[src/iss_pkg.sv]
package iss_pkg;
  // Datapath widths
  localparam int NCH_DEF = 4;
  localparam int VAL_W = 20;
  localparam int RAW_W = 16;
  localparam int PRM_W = 16;
  localparam int TYPE_W = 5;
  localparam int DP_W = 2;

  // Global register byte offsets
  localparam logic [11:0] OFF_CTRL = 12'h000;
  localparam logic [11:0] OFF_CJC = 12'h004;
  localparam logic [11:0] OFF_STAT = 12'h008;
  // Channel block: region index addr[11:6], region 0 is global
  localparam int CH_SHIFT = 6;
  localparam int REG_SHIFT = 2;

  // Word index inside a channel block
  localparam logic [3:0] F_TYPE = 4'h0;
  localparam logic [3:0] F_UNIT = 4'h1;
  localparam logic [3:0] F_SHI = 4'h2;
  localparam logic [3:0] F_SLO = 4'h3;
  localparam logic [3:0] F_DP = 4'h4;
  localparam logic [3:0] F_PT1 = 4'h5;
  localparam logic [3:0] F_PT2 = 4'h6;
  localparam logic [3:0] F_SH1 = 4'h7;
  localparam logic [3:0] F_SH2 = 4'h8;

  // Field positions
  localparam int CTRL_RUN_BIT = 0;
  localparam int CJC_INT_BIT = 0;
  localparam int UNIT_F_BIT = 0;
  localparam int STAT_BUSY_BIT = 0;
  localparam int STAT_CH_LSB = 8;

  // Reset values
  localparam logic [TYPE_W-1:0] TYPE_RST = 5'h05;
  localparam logic UNIT_RST = 1'b0;
  localparam logic CJC_RST = 1'b1;
  localparam logic [PRM_W-1:0] SHI_RST = 16'h03e8;
  localparam logic [PRM_W-1:0] SLO_RST = 16'h0000;
  localparam logic [DP_W-1:0] DP_RST = 2'h1;
  localparam logic [PRM_W-1:0] PT1_RST = 16'h0000;
  localparam logic [PRM_W-1:0] PT2_RST = 16'h03e8;
  localparam logic [PRM_W-1:0] SH_RST = 16'h0000;

  // Stored parameter limits, in counts of the least digit
  localparam logic signed [PRM_W-1:0] LIM_MIN = 16'hf831;
  localparam logic signed [PRM_W-1:0] LIM_MAX = 16'h270f;

  // Input type codes
  localparam logic [TYPE_W-1:0] TYPE_TC_FIRST = 5'h05;
  localparam logic [TYPE_W-1:0] TYPE_IR_LAST = 5'h18;
  localparam logic [TYPE_W-1:0] TYPE_AN_FIRST = 5'h19;
  localparam logic [TYPE_W-1:0] TYPE_AN_LAST = 5'h1d;
  localparam logic [TYPE_W-1:0] TYPE_TC_HI = 5'h1e;

  // Temperature path: tenths of a degree, fixed one fractional digit
  localparam logic [DP_W-1:0] TEMP_DP = 2'h1;
  localparam logic [DP_W-1:0] DP_NONE = 2'h0;
  localparam logic signed [VAL_W+3:0] F_MUL = 24'h000009;
  localparam logic signed [VAL_W+3:0] F_DIV = 24'h000005;
  localparam logic signed [VAL_W+3:0] F_OFF = 24'h000140;
  localparam logic signed [VAL_W-1:0] DEC_DIV = 20'h0000a;

  typedef enum {ST_IDLE, ST_REQ, ST_WAIT} iss_state_e;
  typedef enum {EN_IDLE, EN_DIV} iss_eng_e;
endpackage

[src/iss_corr_if.sv]
`timescale 1ns/10ps
interface iss_corr_if #(parameter int W = 20);
  logic req_valid;
  logic req_ready;
  logic signed [W-1:0] x;
  logic signed [W-1:0] p1;
  logic signed [W-1:0] p2;
  logic signed [W-1:0] s1;
  logic signed [W-1:0] s2;
  logic res_valid;
  logic signed [W-1:0] res;

  modport master (output req_valid, x, p1, p2, s1, s2, input req_ready, res_valid, res);
  modport engine (input req_valid, x, p1, p2, s1, s2, output req_ready, res_valid, res);
endinterface

[src/iss_corr_engine.sv]
`timescale 1ns/10ps
module iss_corr_engine
  import iss_pkg::*;
#(
  parameter int W = VAL_W
) (
  input wire logic core_clk,
  input wire logic resetn,
  input wire logic ce,
  iss_corr_if.engine cif
);
  localparam int DW = W + 1;
  localparam int NW = 2 * DW;
  localparam int CW = $clog2(NW + 1);
  localparam logic [CW-1:0] LAST = CW'(NW - 1);

  iss_eng_e state_q;
  logic signed [DW-1:0] base_q;
  logic neg_q;
  logic [DW-1:0] den_q;
  logic [NW-1:0] num_q;
  logic [NW-1:0] quo_q;
  logic [DW:0] rem_q;
  logic [CW-1:0] cnt_q;
  logic res_valid_q;
  logic signed [W-1:0] res_q;

  // Differences and the slope product, taken straight from the request
  logic signed [DW-1:0] dx, ds, dpt, base_d;
  logic signed [NW-1:0] prod;
  logic [NW-1:0] prod_mag;
  logic [DW-1:0] den_mag;
  logic flat;
  assign dx = DW'(cif.x) - DW'(cif.p1);
  assign ds = DW'(cif.s2) - DW'(cif.s1);
  assign dpt = DW'(cif.p2) - DW'(cif.p1);
  assign base_d = DW'(cif.x) + DW'(cif.s1);
  assign prod = NW'(ds) * NW'(dx);
  assign prod_mag = prod[NW-1] ? NW'(-prod) : prod;
  assign den_mag = dpt[DW-1] ? DW'(-dpt) : dpt;
  // Equal points give no slope; fall back to the plain offset
  assign flat = (cif.s1 == cif.s2) || (cif.p1 == cif.p2);

  // One restoring division step per cycle
  logic [DW:0] rem_sh, rem_sub;
  logic fits;
  logic signed [NW-1:0] q_signed;
  logic signed [NW-1:0] sum_wide;
  assign rem_sh = {rem_q[DW-1:0], num_q[NW-1]};
  assign rem_sub = rem_sh - {1'b0, den_q};
  assign fits = (rem_sh >= {1'b0, den_q});
  assign q_signed = neg_q ? NW'(-{quo_q[NW-2:0], fits}) : {quo_q[NW-2:0], fits};
  assign sum_wide = NW'(base_q) + q_signed;

  assign cif.req_ready = (state_q == EN_IDLE);
  assign cif.res_valid = res_valid_q;
  assign cif.res = res_q;

  // Sequencer and divider registers
  always_ff @(posedge core_clk or negedge resetn) begin
    if (!resetn) begin
      state_q <= EN_IDLE;
      base_q <= '0;
      neg_q <= 1'b0;
      den_q <= '0;
      num_q <= '0;
      quo_q <= '0;
      rem_q <= '0;
      cnt_q <= '0;
      res_valid_q <= 1'b0;
      res_q <= '0;
    end else if (ce) begin
      res_valid_q <= 1'b0;
      case (state_q)
        EN_IDLE: begin
          if (cif.req_valid) begin
            if (flat) begin
              res_q <= W'(base_d);
              res_valid_q <= 1'b1;
            end else begin
              base_q <= base_d;
              neg_q <= prod[NW-1] ^ dpt[DW-1];
              num_q <= prod_mag;
              den_q <= den_mag;
              rem_q <= '0;
              quo_q <= '0;
              cnt_q <= '0;
              state_q <= EN_DIV;
            end
          end
        end
        EN_DIV: begin
          rem_q <= fits ? rem_sub : rem_sh;
          quo_q <= {quo_q[NW-2:0], fits};
          num_q <= {num_q[NW-2:0], 1'b0};
          cnt_q <= cnt_q + 1'b1;
          if (cnt_q == LAST) begin
            // Same line beyond both points, truncated toward zero
            res_q <= W'(sum_wide);
            res_valid_q <= 1'b1;
            state_q <= EN_IDLE;
          end
        end
        default: state_q <= EN_IDLE;
      endcase
    end
  end
endmodule

[src/iss_top.sv]
//
// Function
// - Per-channel unit: 0 Celsius, 1 Fahrenheit
// - Unit only affects temperature input types
// - Setup fields locked while operation runs
// - Common junction mode: 0 external, 1 internal
// - Junction mode only for thermocouple, infrared
// - Scaling and decimal point analog only
// - Map analog range onto lower/upper limits
// - Decimal point field 0..3, default 1
// - Larger limit acts as upper limit
// - Two points and two shifts per channel
// - Shifts follow decimals, none means one
// - Equal shifts add constant offset everywhere
// - Unequal shifts give two-point linear correction
//
// The AHB-Lite interface to the registers and the register offsets were left to the implementer.
`timescale 1ns/10ps
module iss_top
  import iss_pkg::*;
#(
  parameter int NCH = NCH_DEF,
  parameter int CH_W = (NCH > 1) ? $clog2(NCH) : 1
) (
  input wire logic core_clk,
  input wire logic resetn,
  input wire logic ce,
  input wire logic hsel,
  input wire logic [31:0] haddr,
  input wire logic [1:0] htrans,
  input wire logic hwrite,
  input wire logic [2:0] hsize,
  input wire logic [31:0] hwdata,
  input wire logic hready,
  output logic hreadyout,
  output logic [31:0] hrdata,
  output logic hresp,
  input wire logic samp_valid,
  output logic samp_ready,
  input wire logic [CH_W-1:0] samp_ch,
  input wire logic [RAW_W-1:0] samp_raw,
  output logic pv_valid,
  output logic [CH_W-1:0] pv_ch,
  output logic signed [VAL_W-1:0] pv_value,
  output logic [DP_W-1:0] pv_dp,
  output logic pv_cjc_apply,
  output logic cjc_internal
);
  // Stored settings, one entry per channel; run flag and junction mode are common
  logic [TYPE_W-1:0] type_q [NCH];
  logic unit_q [NCH];
  logic [PRM_W-1:0] shi_q [NCH];
  logic [PRM_W-1:0] slo_q [NCH];
  logic [DP_W-1:0] dp_q [NCH];
  logic [PRM_W-1:0] pt1_q [NCH];
  logic [PRM_W-1:0] pt2_q [NCH];
  logic [PRM_W-1:0] sh1_q [NCH];
  logic [PRM_W-1:0] sh2_q [NCH];
  logic run_q;
  logic cjc_q;

  function automatic logic is_analog(input logic [TYPE_W-1:0] t);
    return (t >= TYPE_AN_FIRST) && (t <= TYPE_AN_LAST);
  endfunction

  function automatic logic is_cjc_type(input logic [TYPE_W-1:0] t);
    return ((t >= TYPE_TC_FIRST) && (t <= TYPE_IR_LAST)) || (t == TYPE_TC_HI);
  endfunction

  function automatic logic in_range(input logic [31:0] v);
    logic signed [PRM_W-1:0] s;
    s = $signed(v[PRM_W-1:0]);
    return (s >= LIM_MIN) && (s <= LIM_MAX);
  endfunction

  function automatic logic signed [VAL_W-1:0] ext(input logic [PRM_W-1:0] v);
    return {{(VAL_W-PRM_W){v[PRM_W-1]}}, v};
  endfunction

  function automatic logic [31:0] rd32(input logic [PRM_W-1:0] v);
    return {{(32-PRM_W){v[PRM_W-1]}}, v};
  endfunction

  // AHB-Lite address phase capture
  logic ahb_go;
  logic wr_pend_q;
  logic [11:0] wr_addr_q;
  assign ahb_go = hsel && htrans[1] && hready;

  logic [5:0] a_reg;
  logic [3:0] a_fld;
  logic [5:0] w_reg;
  logic [3:0] w_fld;
  assign a_reg = haddr[11:CH_SHIFT];
  assign a_fld = haddr[CH_SHIFT-1:REG_SHIFT];
  assign w_reg = wr_addr_q[11:CH_SHIFT];
  assign w_fld = wr_addr_q[CH_SHIFT-1:REG_SHIFT];

  logic wr_glob;
  logic wr_locked;
  assign wr_glob = wr_pend_q && (w_reg == 6'h00);
  assign wr_locked = run_q;

  iss_state_e state_q;
  logic [CH_W-1:0] cur_ch_q;

  // Read mux, resolved in the address phase so data stand with zero wait
  logic [31:0] rd_d;
  always_comb begin
    rd_d = 32'h00000000;
    if (a_reg == 6'h00) begin
      case (haddr[11:0])
        OFF_CTRL: rd_d[CTRL_RUN_BIT] = run_q;
        OFF_CJC: rd_d[CJC_INT_BIT] = cjc_q;
        OFF_STAT: begin
          rd_d[STAT_BUSY_BIT] = (state_q != ST_IDLE);
          rd_d[STAT_CH_LSB +: CH_W] = cur_ch_q;
        end
        default: rd_d = 32'h00000000;
      endcase
    end else if (32'(a_reg) <= NCH) begin
      for (int c = 0; c < NCH; c++) begin
        if (32'(a_reg) == c + 1) begin
          case (a_fld)
            F_TYPE: rd_d = {{(32-TYPE_W){1'b0}}, type_q[c]};
            F_UNIT: rd_d[UNIT_F_BIT] = unit_q[c];
            F_SHI: rd_d = rd32(shi_q[c]);
            F_SLO: rd_d = rd32(slo_q[c]);
            F_DP: rd_d = {{(32-DP_W){1'b0}}, dp_q[c]};
            F_PT1: rd_d = rd32(pt1_q[c]);
            F_PT2: rd_d = rd32(pt2_q[c]);
            F_SH1: rd_d = rd32(sh1_q[c]);
            F_SH2: rd_d = rd32(sh2_q[c]);
            default: rd_d = 32'h00000000;
          endcase
        end
      end
    end
  end

  // Bus slave: never waits, always OKAY; unmapped reads give zero
  always_ff @(posedge core_clk or negedge resetn) begin
    if (!resetn) begin
      hreadyout <= 1'b1;
      hresp <= 1'b0;
      hrdata <= 32'h00000000;
      wr_pend_q <= 1'b0;
      wr_addr_q <= 12'h000;
    end else if (ce) begin
      hreadyout <= 1'b1;
      hresp <= 1'b0;
      wr_pend_q <= ahb_go && hwrite;
      if (ahb_go) begin
        wr_addr_q <= haddr[11:0];
        if (!hwrite) begin
          hrdata <= rd_d;
        end
      end
    end
  end

  // Global control and the common junction mode
  always_ff @(posedge core_clk or negedge resetn) begin
    if (!resetn) begin
      run_q <= 1'b0;
      cjc_q <= CJC_RST;
    end else if (ce) begin
      if (wr_glob && (wr_addr_q == OFF_CTRL)) begin
        run_q <= hwdata[CTRL_RUN_BIT];
      end
      if (wr_glob && (wr_addr_q == OFF_CJC) && !wr_locked) begin
        cjc_q <= hwdata[CJC_INT_BIT];
      end
    end
  end

  // Channel settings; out-of-range values are dropped
  always_ff @(posedge core_clk or negedge resetn) begin
    if (!resetn) begin
      for (int c = 0; c < NCH; c++) begin
        type_q[c] <= TYPE_RST;
        unit_q[c] <= UNIT_RST;
        shi_q[c] <= SHI_RST;
        slo_q[c] <= SLO_RST;
        dp_q[c] <= DP_RST;
        pt1_q[c] <= PT1_RST;
        pt2_q[c] <= PT2_RST;
        sh1_q[c] <= SH_RST;
        sh2_q[c] <= SH_RST;
      end
    end else if (ce) begin
      for (int c = 0; c < NCH; c++) begin
        if (wr_pend_q && (32'(w_reg) == c + 1)) begin
          case (w_fld)
            F_TYPE: begin
              if (!wr_locked && (hwdata[TYPE_W-1:0] <= TYPE_TC_HI)) begin
                type_q[c] <= hwdata[TYPE_W-1:0];
              end
            end
            F_UNIT: if (!wr_locked) unit_q[c] <= hwdata[UNIT_F_BIT];
            F_SHI: if (!wr_locked && in_range(hwdata)) shi_q[c] <= hwdata[PRM_W-1:0];
            F_SLO: if (!wr_locked && in_range(hwdata)) slo_q[c] <= hwdata[PRM_W-1:0];
            F_DP: if (!wr_locked) dp_q[c] <= hwdata[DP_W-1:0];
            // Correction values may be tuned while running
            F_PT1: if (in_range(hwdata)) pt1_q[c] <= hwdata[PRM_W-1:0];
            F_PT2: if (in_range(hwdata)) pt2_q[c] <= hwdata[PRM_W-1:0];
            F_SH1: if (in_range(hwdata)) sh1_q[c] <= hwdata[PRM_W-1:0];
            F_SH2: if (in_range(hwdata)) sh2_q[c] <= hwdata[PRM_W-1:0];
            default: ;
          endcase
        end
      end
    end
  end

  // Sample conditioning for the channel being taken
  logic [TYPE_W-1:0] s_type;
  logic s_an;
  logic [DP_W-1:0] s_dp;
  assign s_type = type_q[samp_ch];
  assign s_an = is_analog(s_type);
  assign s_dp = s_an ? dp_q[samp_ch] : TEMP_DP;

  // Temperature: raw in tenths of a degree Celsius
  logic signed [VAL_W-1:0] c_val;
  logic signed [VAL_W+3:0] f_wide;
  logic signed [VAL_W-1:0] t_val;
  assign c_val = {{(VAL_W-RAW_W){samp_raw[RAW_W-1]}}, samp_raw};
  assign f_wide = ((VAL_W+4)'(c_val) * F_MUL) / F_DIV + F_OFF;
  assign t_val = unit_q[samp_ch] ? VAL_W'(f_wide) : c_val;

  // Analog: raw is an unsigned fraction of the input span
  logic signed [VAL_W-1:0] hi_v, lo_v, eff_hi, eff_lo;
  logic [PRM_W-1:0] span;
  logic [PRM_W+RAW_W-1:0] span_prod;
  logic signed [VAL_W-1:0] a_val;
  assign hi_v = ext(shi_q[samp_ch]);
  assign lo_v = ext(slo_q[samp_ch]);
  assign eff_hi = (lo_v > hi_v) ? lo_v : hi_v;
  assign eff_lo = (lo_v > hi_v) ? hi_v : lo_v;
  assign span = PRM_W'(eff_hi - eff_lo);
  assign span_prod = (PRM_W+RAW_W)'(span) * (PRM_W+RAW_W)'(samp_raw);
  // Truncating the fraction keeps the full-scale code just below the limit
  assign a_val = eff_lo + VAL_W'(span_prod[PRM_W+RAW_W-1:RAW_W]);

  // Shifts are in tenths when no decimal digit is shown
  logic dec_fix;
  logic signed [VAL_W-1:0] s1_v, s2_v;
  assign dec_fix = s_an && (s_dp == DP_NONE);
  assign s1_v = dec_fix ? ext(sh1_q[samp_ch]) / DEC_DIV : ext(sh1_q[samp_ch]);
  assign s2_v = dec_fix ? ext(sh2_q[samp_ch]) / DEC_DIV : ext(sh2_q[samp_ch]);

  iss_corr_if #(.W(VAL_W)) cif ();

  logic req_valid_q;
  logic signed [VAL_W-1:0] x_q, p1_q, p2_q, s1_q, s2_q;
  logic [DP_W-1:0] dp_hold_q;
  logic cjc_hold_q;
  assign cif.req_valid = req_valid_q;
  assign cif.x = x_q;
  assign cif.p1 = p1_q;
  assign cif.p2 = p2_q;
  assign cif.s1 = s1_q;
  assign cif.s2 = s2_q;

  iss_corr_engine #(.W(VAL_W)) u_corr (
    .core_clk(core_clk),
    .resetn(resetn),
    .ce(ce),
    .cif(cif)
  );

  // Sample sequencer: one sample in flight, ready drops while busy
  always_ff @(posedge core_clk or negedge resetn) begin
    if (!resetn) begin
      state_q <= ST_IDLE;
      samp_ready <= 1'b0;
      req_valid_q <= 1'b0;
      cur_ch_q <= '0;
      x_q <= '0;
      p1_q <= '0;
      p2_q <= '0;
      s1_q <= '0;
      s2_q <= '0;
      dp_hold_q <= DP_RST;
      cjc_hold_q <= 1'b0;
    end else if (ce) begin
      case (state_q)
        ST_IDLE: begin
          samp_ready <= 1'b1;
          if (samp_valid && samp_ready) begin
            samp_ready <= 1'b0;
            cur_ch_q <= samp_ch;
            x_q <= s_an ? a_val : t_val;
            p1_q <= ext(pt1_q[samp_ch]);
            p2_q <= ext(pt2_q[samp_ch]);
            s1_q <= s1_v;
            s2_q <= s2_v;
            dp_hold_q <= s_dp;
            cjc_hold_q <= is_cjc_type(s_type);
            req_valid_q <= 1'b1;
            state_q <= ST_REQ;
          end
        end
        ST_REQ: begin
          if (cif.req_ready) begin
            req_valid_q <= 1'b0;
            state_q <= ST_WAIT;
          end
        end
        ST_WAIT: begin
          if (cif.res_valid) begin
            state_q <= ST_IDLE;
          end
        end
        default: state_q <= ST_IDLE;
      endcase
    end
  end

  // Result outputs; pv_valid is a one-cycle pulse
  always_ff @(posedge core_clk or negedge resetn) begin
    if (!resetn) begin
      pv_valid <= 1'b0;
      pv_ch <= '0;
      pv_value <= '0;
      pv_dp <= DP_RST;
      pv_cjc_apply <= 1'b0;
      cjc_internal <= CJC_RST;
    end else if (ce) begin
      pv_valid <= 1'b0;
      cjc_internal <= cjc_q;
      if ((state_q == ST_WAIT) && cif.res_valid) begin
        pv_valid <= 1'b1;
        pv_ch <= cur_ch_q;
        pv_value <= cif.res;
        pv_dp <= dp_hold_q;
        pv_cjc_apply <= cjc_hold_q;
      end
    end
  end
endmodule

[config.mk]
export PLATFORM = sky130hd
export DESIGN_NAME = iss_top
export DESIGN_NICKNAME = d
export VERILOG_FILES = /design/src/iss_pkg.sv /design/src/iss_corr_if.sv /design/src/iss_corr_engine.sv /design/src/iss_top.sv
export SDC_FILE = /design/constraint.sdc
export NUM_CORES = 2
export LEC_CHECK = 0
export BUFFER_PORTS_ARGS = -buffer_cell sky130_fd_sc_hd__buf_4
export CORE_ASPECT_RATIO = 2
export CORE_UTILIZATION = 48
export CTS_CLUSTER_SIZE = 16
export DETAILED_ROUTE_END_ITERATION = 8
export GPL_ROUTABILITY_DRIVEN = 0
export PLACE_DENSITY = 0.69
export SLEW_MARGIN = 20
export SYNTH_ARGS = -nofsm -noshare
export SYNTH_HDL_FRONTEND = slang
export SYNTH_SLANG_ARGS = --single-unit
[constraint.sdc]
create_clock -name core_clk -period 17.1 [get_ports core_clk]
set_clock_uncertainty 0.15 [all_clocks]
set_input_delay 1.71 -clock core_clk [delete_from_list [all_inputs] [get_ports core_clk]]
set_output_delay 1.71 -clock core_clk [all_outputs]
set_load 0.01 [all_outputs]
Yosys cells after proc, flatten, opt, wreduce, memory -nomap -nowiden. Cells that the tools add are included.

Flip-flop bits (word level): 804. Output and inout bits: 62. Word-level logic and storage cells: 316.

$add $sub $neg: 13. Multiply operators: 3. Divide/modulo/power cells: 3. $lt $le $gt $ge: 11. Equality and inequality tests: 42. Muxes and demuxes: 87. Bitwise gates (word level): 5. Reductions and logical operators: 84.

Operator list (count): 31-bit case mux with 9 select lines (3); 32-bit 2-to-1 mux (12); 31-bit case mux with 8 select lines (1); 16-bit 2-to-1 mux (13); 16-bit binary-select mux with 2-bit select (6); 20-bit 2-to-1 mux (9); 4-bit AND reduction (41); 42-bit 2-to-1 mux (3); 32-bit logical NOT (3); 32-bit case mux with 3 select lines (1); 21-bit 2-to-1 mux (4); 42-bit case mux with 2 select lines (1); 32-bit by 1-bit == test with 1-bit output (second input constant) (2); 32-bit case mux with 2 select lines (1); 21-bit by 21-bit multiplier with 42-bit output (1); 42-bit negation (1); 21-bit case mux with 2 select lines (1); 20-bit adder (2); 20-bit by 5-bit divider with 20-bit output (second input constant) (2); 20-bit case mux with 2 select lines (1); 19-bit 2-to-1 mux (2); 19-bit case mux with 2 select lines (1); 1-bit case mux with 9 select lines (4); 32-bit by 2-bit == test with 1-bit output (second input constant) (1); 63 further kinds (132).

Logic depth before layout (Yosys ltp).
Word-level depth: 11. Depth in mapped cells: 85.

Hierarchy. Synthesis repeated with hierarchy kept, for this count alone.

Cell total of the unflattened synthesis: 8138. Area, all modules: 75582.5 um^2.

By module, submodules not included: iss_top (times used 1, cells an instance 4578, area each 45411.1 um^2, sequential area each 14468.9 um^2); iss_corr_engine (times used 1, cells an instance 3560, area each 30171.4 um^2, sequential area each 3803.6 um^2).

Least setup slack after synthesis. Ideal clock, no wire load.

Path type: input to register. From: input port samp_ch[0]. To: register x_q[16], in the netlist cif.x[16]. Data arrival time: 17759 ps. Setup slack: -885 ps. Cell stages on the path: 77. Buffers on the path: 11. Cell sequence: buf_2 -> buf_2 -> clkbuf_1 -> buf_1 -> buf_1 -> clkbuf_1 -> clkbuf_1 -> buf_1 -> clkbuf_1 -> mux4_2 -> inv_1 -> ha_1 -> nand4_1 -> nor3_1 -> nor3_1 -> nor3_1 -> clkbuf_1 -> o21ai_0 -> [... 41 more ...] -> and2_1 -> o21ai_0 -> nand2b_1 -> and2_1 -> o21ai_0 -> nand2b_1 -> and2_1 -> o21ai_0 -> nand2b_1 -> and2_1 -> o21a_1 -> nor2_1 -> xor2_1 -> ha_1 -> a21o_1 -> xnor2_1 -> a221o_1 -> o21ai_1.

Cells in the longest elaborated chain, start to end: 10.

Ends and longest elaborated chain: start: declaration (RTL line iss_top.sv:40) `input wire logic [CH_W-1:0] samp_ch,`; 2-bit inverter with 3-bit output (implied by the code) *; 16-bit binary-select mux with 2-bit select (on tied branches) (RTL line iss_top.sv:238, iss_top.sv:237); 16-bit 2-to-1 mux (on tied branches) (2 in series) (RTL line iss_top.sv:238, iss_top.sv:237); 16-bit > comparator (RTL line iss_top.sv:239, iss_top.sv:240); 16-bit 2-to-1 mux / 20-bit 2-to-1 mux (equally long branches) (RTL line iss_top.sv:239, iss_top.sv:240); 16-bit subtractor (RTL line iss_top.sv:241) `assign span = PRM_W'(eff_hi - eff_lo);`; 16-bit by 16-bit multiplier with 32-bit output (RTL line iss_top.sv:242) `assign span_prod = (PRM_W+RAW_W)'(span) * (PRM_W+RAW_W)'(samp_raw);`; 20-bit by 16-bit adder with 20-bit output (RTL line iss_top.sv:244) `assign a_val = eff_lo + VAL_W'(span_prod[PRM_W+RAW_W-1:RAW_W]);`; 20-bit 2-to-1 mux * (RTL line iss_top.sv:294) `x_q <= s_an ? a_val : t_val;`; end signal: assignment (RTL line iss_top.sv:294); end: declaration (RTL line iss_top.sv:256) `logic signed [VAL_W-1:0] x_q, p1_q, p2_q, s1_q, s2_q;`.

Every way passes the cells marked *; elsewhere a longest branch is shown, timed or not. The select of a mux whose other input is x is not followed. A chain may end at the register's enable or synchronous reset.

Worst setup path after layout. Ends and elaborated chain as after synthesis.

==> results.txt <==
Setup violations remaining at the end of the flow were counted as 0. The tools report the nature of the critical path endpoint as a register. The area growth from synthesis to layout came out at 7.94%. The largest fanout on the critical path is 27, and the post-detailed-route DRC marker count is 6.

Number of buffers on the longest clock path: 3. Wires add up to 227000 microns. After floorplanning, the core was sized to cover 150000 sq um. By area the synthesized netlist is led by dfrtp_1, fa_1, mux2_2, ha_1, nand2_1.

For the count of synthesis-stage warnings from yosys, the log shows 0. Dividing the detail-routed via count by the number of cells gives 6.14. The number of instances in the synthesized netlist is 7556, and the number of synthesized flops with an enable pin is 0. After the first detailed-routing iteration, the DRC count stood at 4965. The data arrival time of the critical path was 16.54 ns; the distinct cell type count of the synthesized netlist was 115. Across the run, the number of max-cap violations was 0. The tools report the global-route wire length before repair as 350000 microns. The dominant register cell in the synthesized netlist was dfrtp_1.

In this run the vertical extent of the chip is 552 microns. Critical path's most frequent cell: o21ai_0. The top cell types in the final layout, fill and taps aside, are nand2_1, inv_1, dfrtp_1. The smallest clock period supported by the final layout is computed as 16.08 ns.

The final reports fail on design-rule violations. Cell at the slowest stage of the critical path: mux4_2. In this run the mean area of a mapped cell was 9.60 sq um. The top cell type's share of synthesized area is 0.229. The H-tree level count was 3. The worst setup path is of the in2reg kind.

Setup repair after global routing left no endpoint under its margin. In this design, the stage delay of the slowest critical-path cell is 0.64 ns. The post-synthesis mux area share was 0.117.

The complex-gate fraction of the synthesized area works out to 0.134. The final-report hold violation count was 0; the number of synthesized register bits was 727. The post-synthesis share of cell area spent on full adders, half adders and majority gates was 0.254. The run finished, with violations left. The I/O pin total was 156.

The via count of the first global-routing pass came out at 60850. For this design, the CTS-stage hold fixing added 0 buffers. Once the clock tree was built, the resizer swapped 0 gates to a different size. The library cell used most frequently in the layout, excluding fill and tap cells, is nand2_1. During placement, the flow inserted port buffers numbering 113. CTS saw 727 sinks. For the initial core utilization, the log shows 0.484.

The simple-gate share of the synthesized area came out at 0.123. The standard-cell row count was 201. The floorplan step defined a die boundary enclosing 153000 sq um. After clock tree synthesis, the clock-pin slew on the worst setup and hold paths is 0.06 ns. Largest area contributor in the synthesized netlist: dfrtp_1. Average detailed-routed wire length per instance: 24.0 microns. The maximum clock rate was 62.2 MHz. The proportion of synthesized flip-flops having asynchronous set or reset came out at 1.00. The final-layout setup total negative slack is 0 ns, and the number of nets in the finished design is 8638. The number of clock buffers added by TritonCTS is 75. The worst relative slew slack is 0.226. The root buffer cell chosen for the clock tree is clkbuf_16.

Entering global routing, the biggest net connects 178 pins. The layout cell share with drive strength beyond 1 was 0.152; the length of the first detailed-routing pass in iterations was 9. The count of nets left with antenna violations once routing finished came out at 0.

The portion of the post-synthesis area used by sequential elements was 0.252. By area, the combinational part of the netlist is dominated by adder cells. Required time at the endpoint of the critical path: 17.56 ns. After legalization and detailed placement, the total HPWL measured 172000 microns. STA classifies the critical path startpoint as an input pin.

At the pin with the least slew margin, the transition time is 1.15 ns. After synthesis the cells add up to 72500 sq um. The run gives 0.299 as the overall track demand over capacity in global routing.

The worst min-delay path class is reg2reg. The net count of the mapped netlist is 8719, and the number of antenna violations at the first check in global routing is 8. The final cycle utilization of the critical path works out to 0.940. The final max-slew violation count came out at 0. The logs give 0.73 ns for the later-pin clock latency in the skew report and 0 for the number of setup buffers added after CTS. TritonCTS built the clock tree. The xor/xnor cell area share of the yosys netlist is 0.0535, and the sum of overflow across all layers after global routing is 0. The die is 277 microns wide. Routed via count: 58182.
==> registers in the layout, indices dropped and copies added, names as in the netlist, 21 cells and up <==
name          cells
shi_q            64
pt1_q            64
pt2_q            64
sh1_q            64
u_corr.rem_q     21
u_corr.num_q     42
slo_q            64
u_corr.den_q     21
sh2_q            64
==> stage by stage <==
stage               hold WS, ns  area (sq um)  worst slack, ns  std cells  utilization
global route              0.337         78300            0.143       9468        0.522
global placement          0.312         75500            0.569       9325        0.504
floorplan                 0.285         72500           0.0855       7556            -
CTS                       0.331         78200             1.15       9465        0.522
finish                    0.333         78300             1.02       9470        0.522
detailed placement        0.319         75500            0.500       9325        0.504
==> worst max-delay path: cells and delay by family <==
kind | cells | cell delay, ns
AOI/OAI and AO/OA | 25 | 4.58
and+or+nand+nor | 23 | 3.14
xor gates and xnor gates | 3 | 0.72
adders and majority gates | 10 | 4.07
muxes | 1 | 0.64
buffers and inverters | 10 | 1.59
==> layer usage <==
| metal | GRT usage | share of wire |
|---|---|---|
| met5 | 0 | 0.00017 |
| met3 | 0.0486 | 0.065 |
| met4 | 0.232 | 0.089 |
| met1 | 0.310 | 0.33 |
| met2 | 0.538 | 0.51 |
==> area by class of cell <==
type                            instances  area, sq um
Antenna cell                            4         10.0
Clock buffer                           97         2070
Clock inverter                         43          667
Fill cell                           13432        71600
Inverter                              861         3230
Multi-Input combinational cell       5558        49700
Sequential cell                       727        18300
Tap cell                             1928         2410
Timing Repair Buffer                  252         1950
==> synth_stat cells (all sizes together), types with 48 or more instances <==
library cell,instances
nand2,913
xnor2,294
nand2b,88
fa,660
mux2,488
dfrtp,663
mux4,102
and2,120
mux2i,67
clkbuf,348
o21bai,95
inv,860
nand3,85
a22oi,96
buf,62
o21ai,302
a21oi,338
nor3,95
a31oi,86
a21o,109
nor2b,74
nand4,48
ha,409
dfstp,64
a222oi,70
nor2,367
xor2,147
==> logic make-up (layout without fill, tap and decap cells) <==
logic type               count (synthesis)  after routing
AND/OR/NAND/NOR                       1949           1949
flip-flops                             727            727
adder cells (fa/ha/maj)               1076           1076
XOR/XNOR                               441            441
AO/OA/AOI/OAI                         1433           1433
other                                    2              6
buffers and inverters                 1271           1253
multiplexers                           657            657
==> path summary, 6_finish.rpt <==
path | startpoint | end | slack, ns | cells past startpoint
max in group asynchronous | resetn | pt2_q[13] | 12.51 | 4
min in group asynchronous | resetn | wr_addr_q[8] | 0.92 | 1
worst max-delay path | samp_ch[0] | cif.x[16] | 1.02 | 72
worst min register to register | u_corr.base_q[8] | u_corr.base_q[8] | 0.33 | 2
worst min-delay path | u_corr.base_q[8] | u_corr.base_q[8] | 0.33 | 2
worst max register to register | slo_q[17] | cif.x[16] | 2.10 | 74
Power is left out: the tool's default activity adds up to more than one toggle a clock period on the data nets, which glitch-free logic cannot reach.
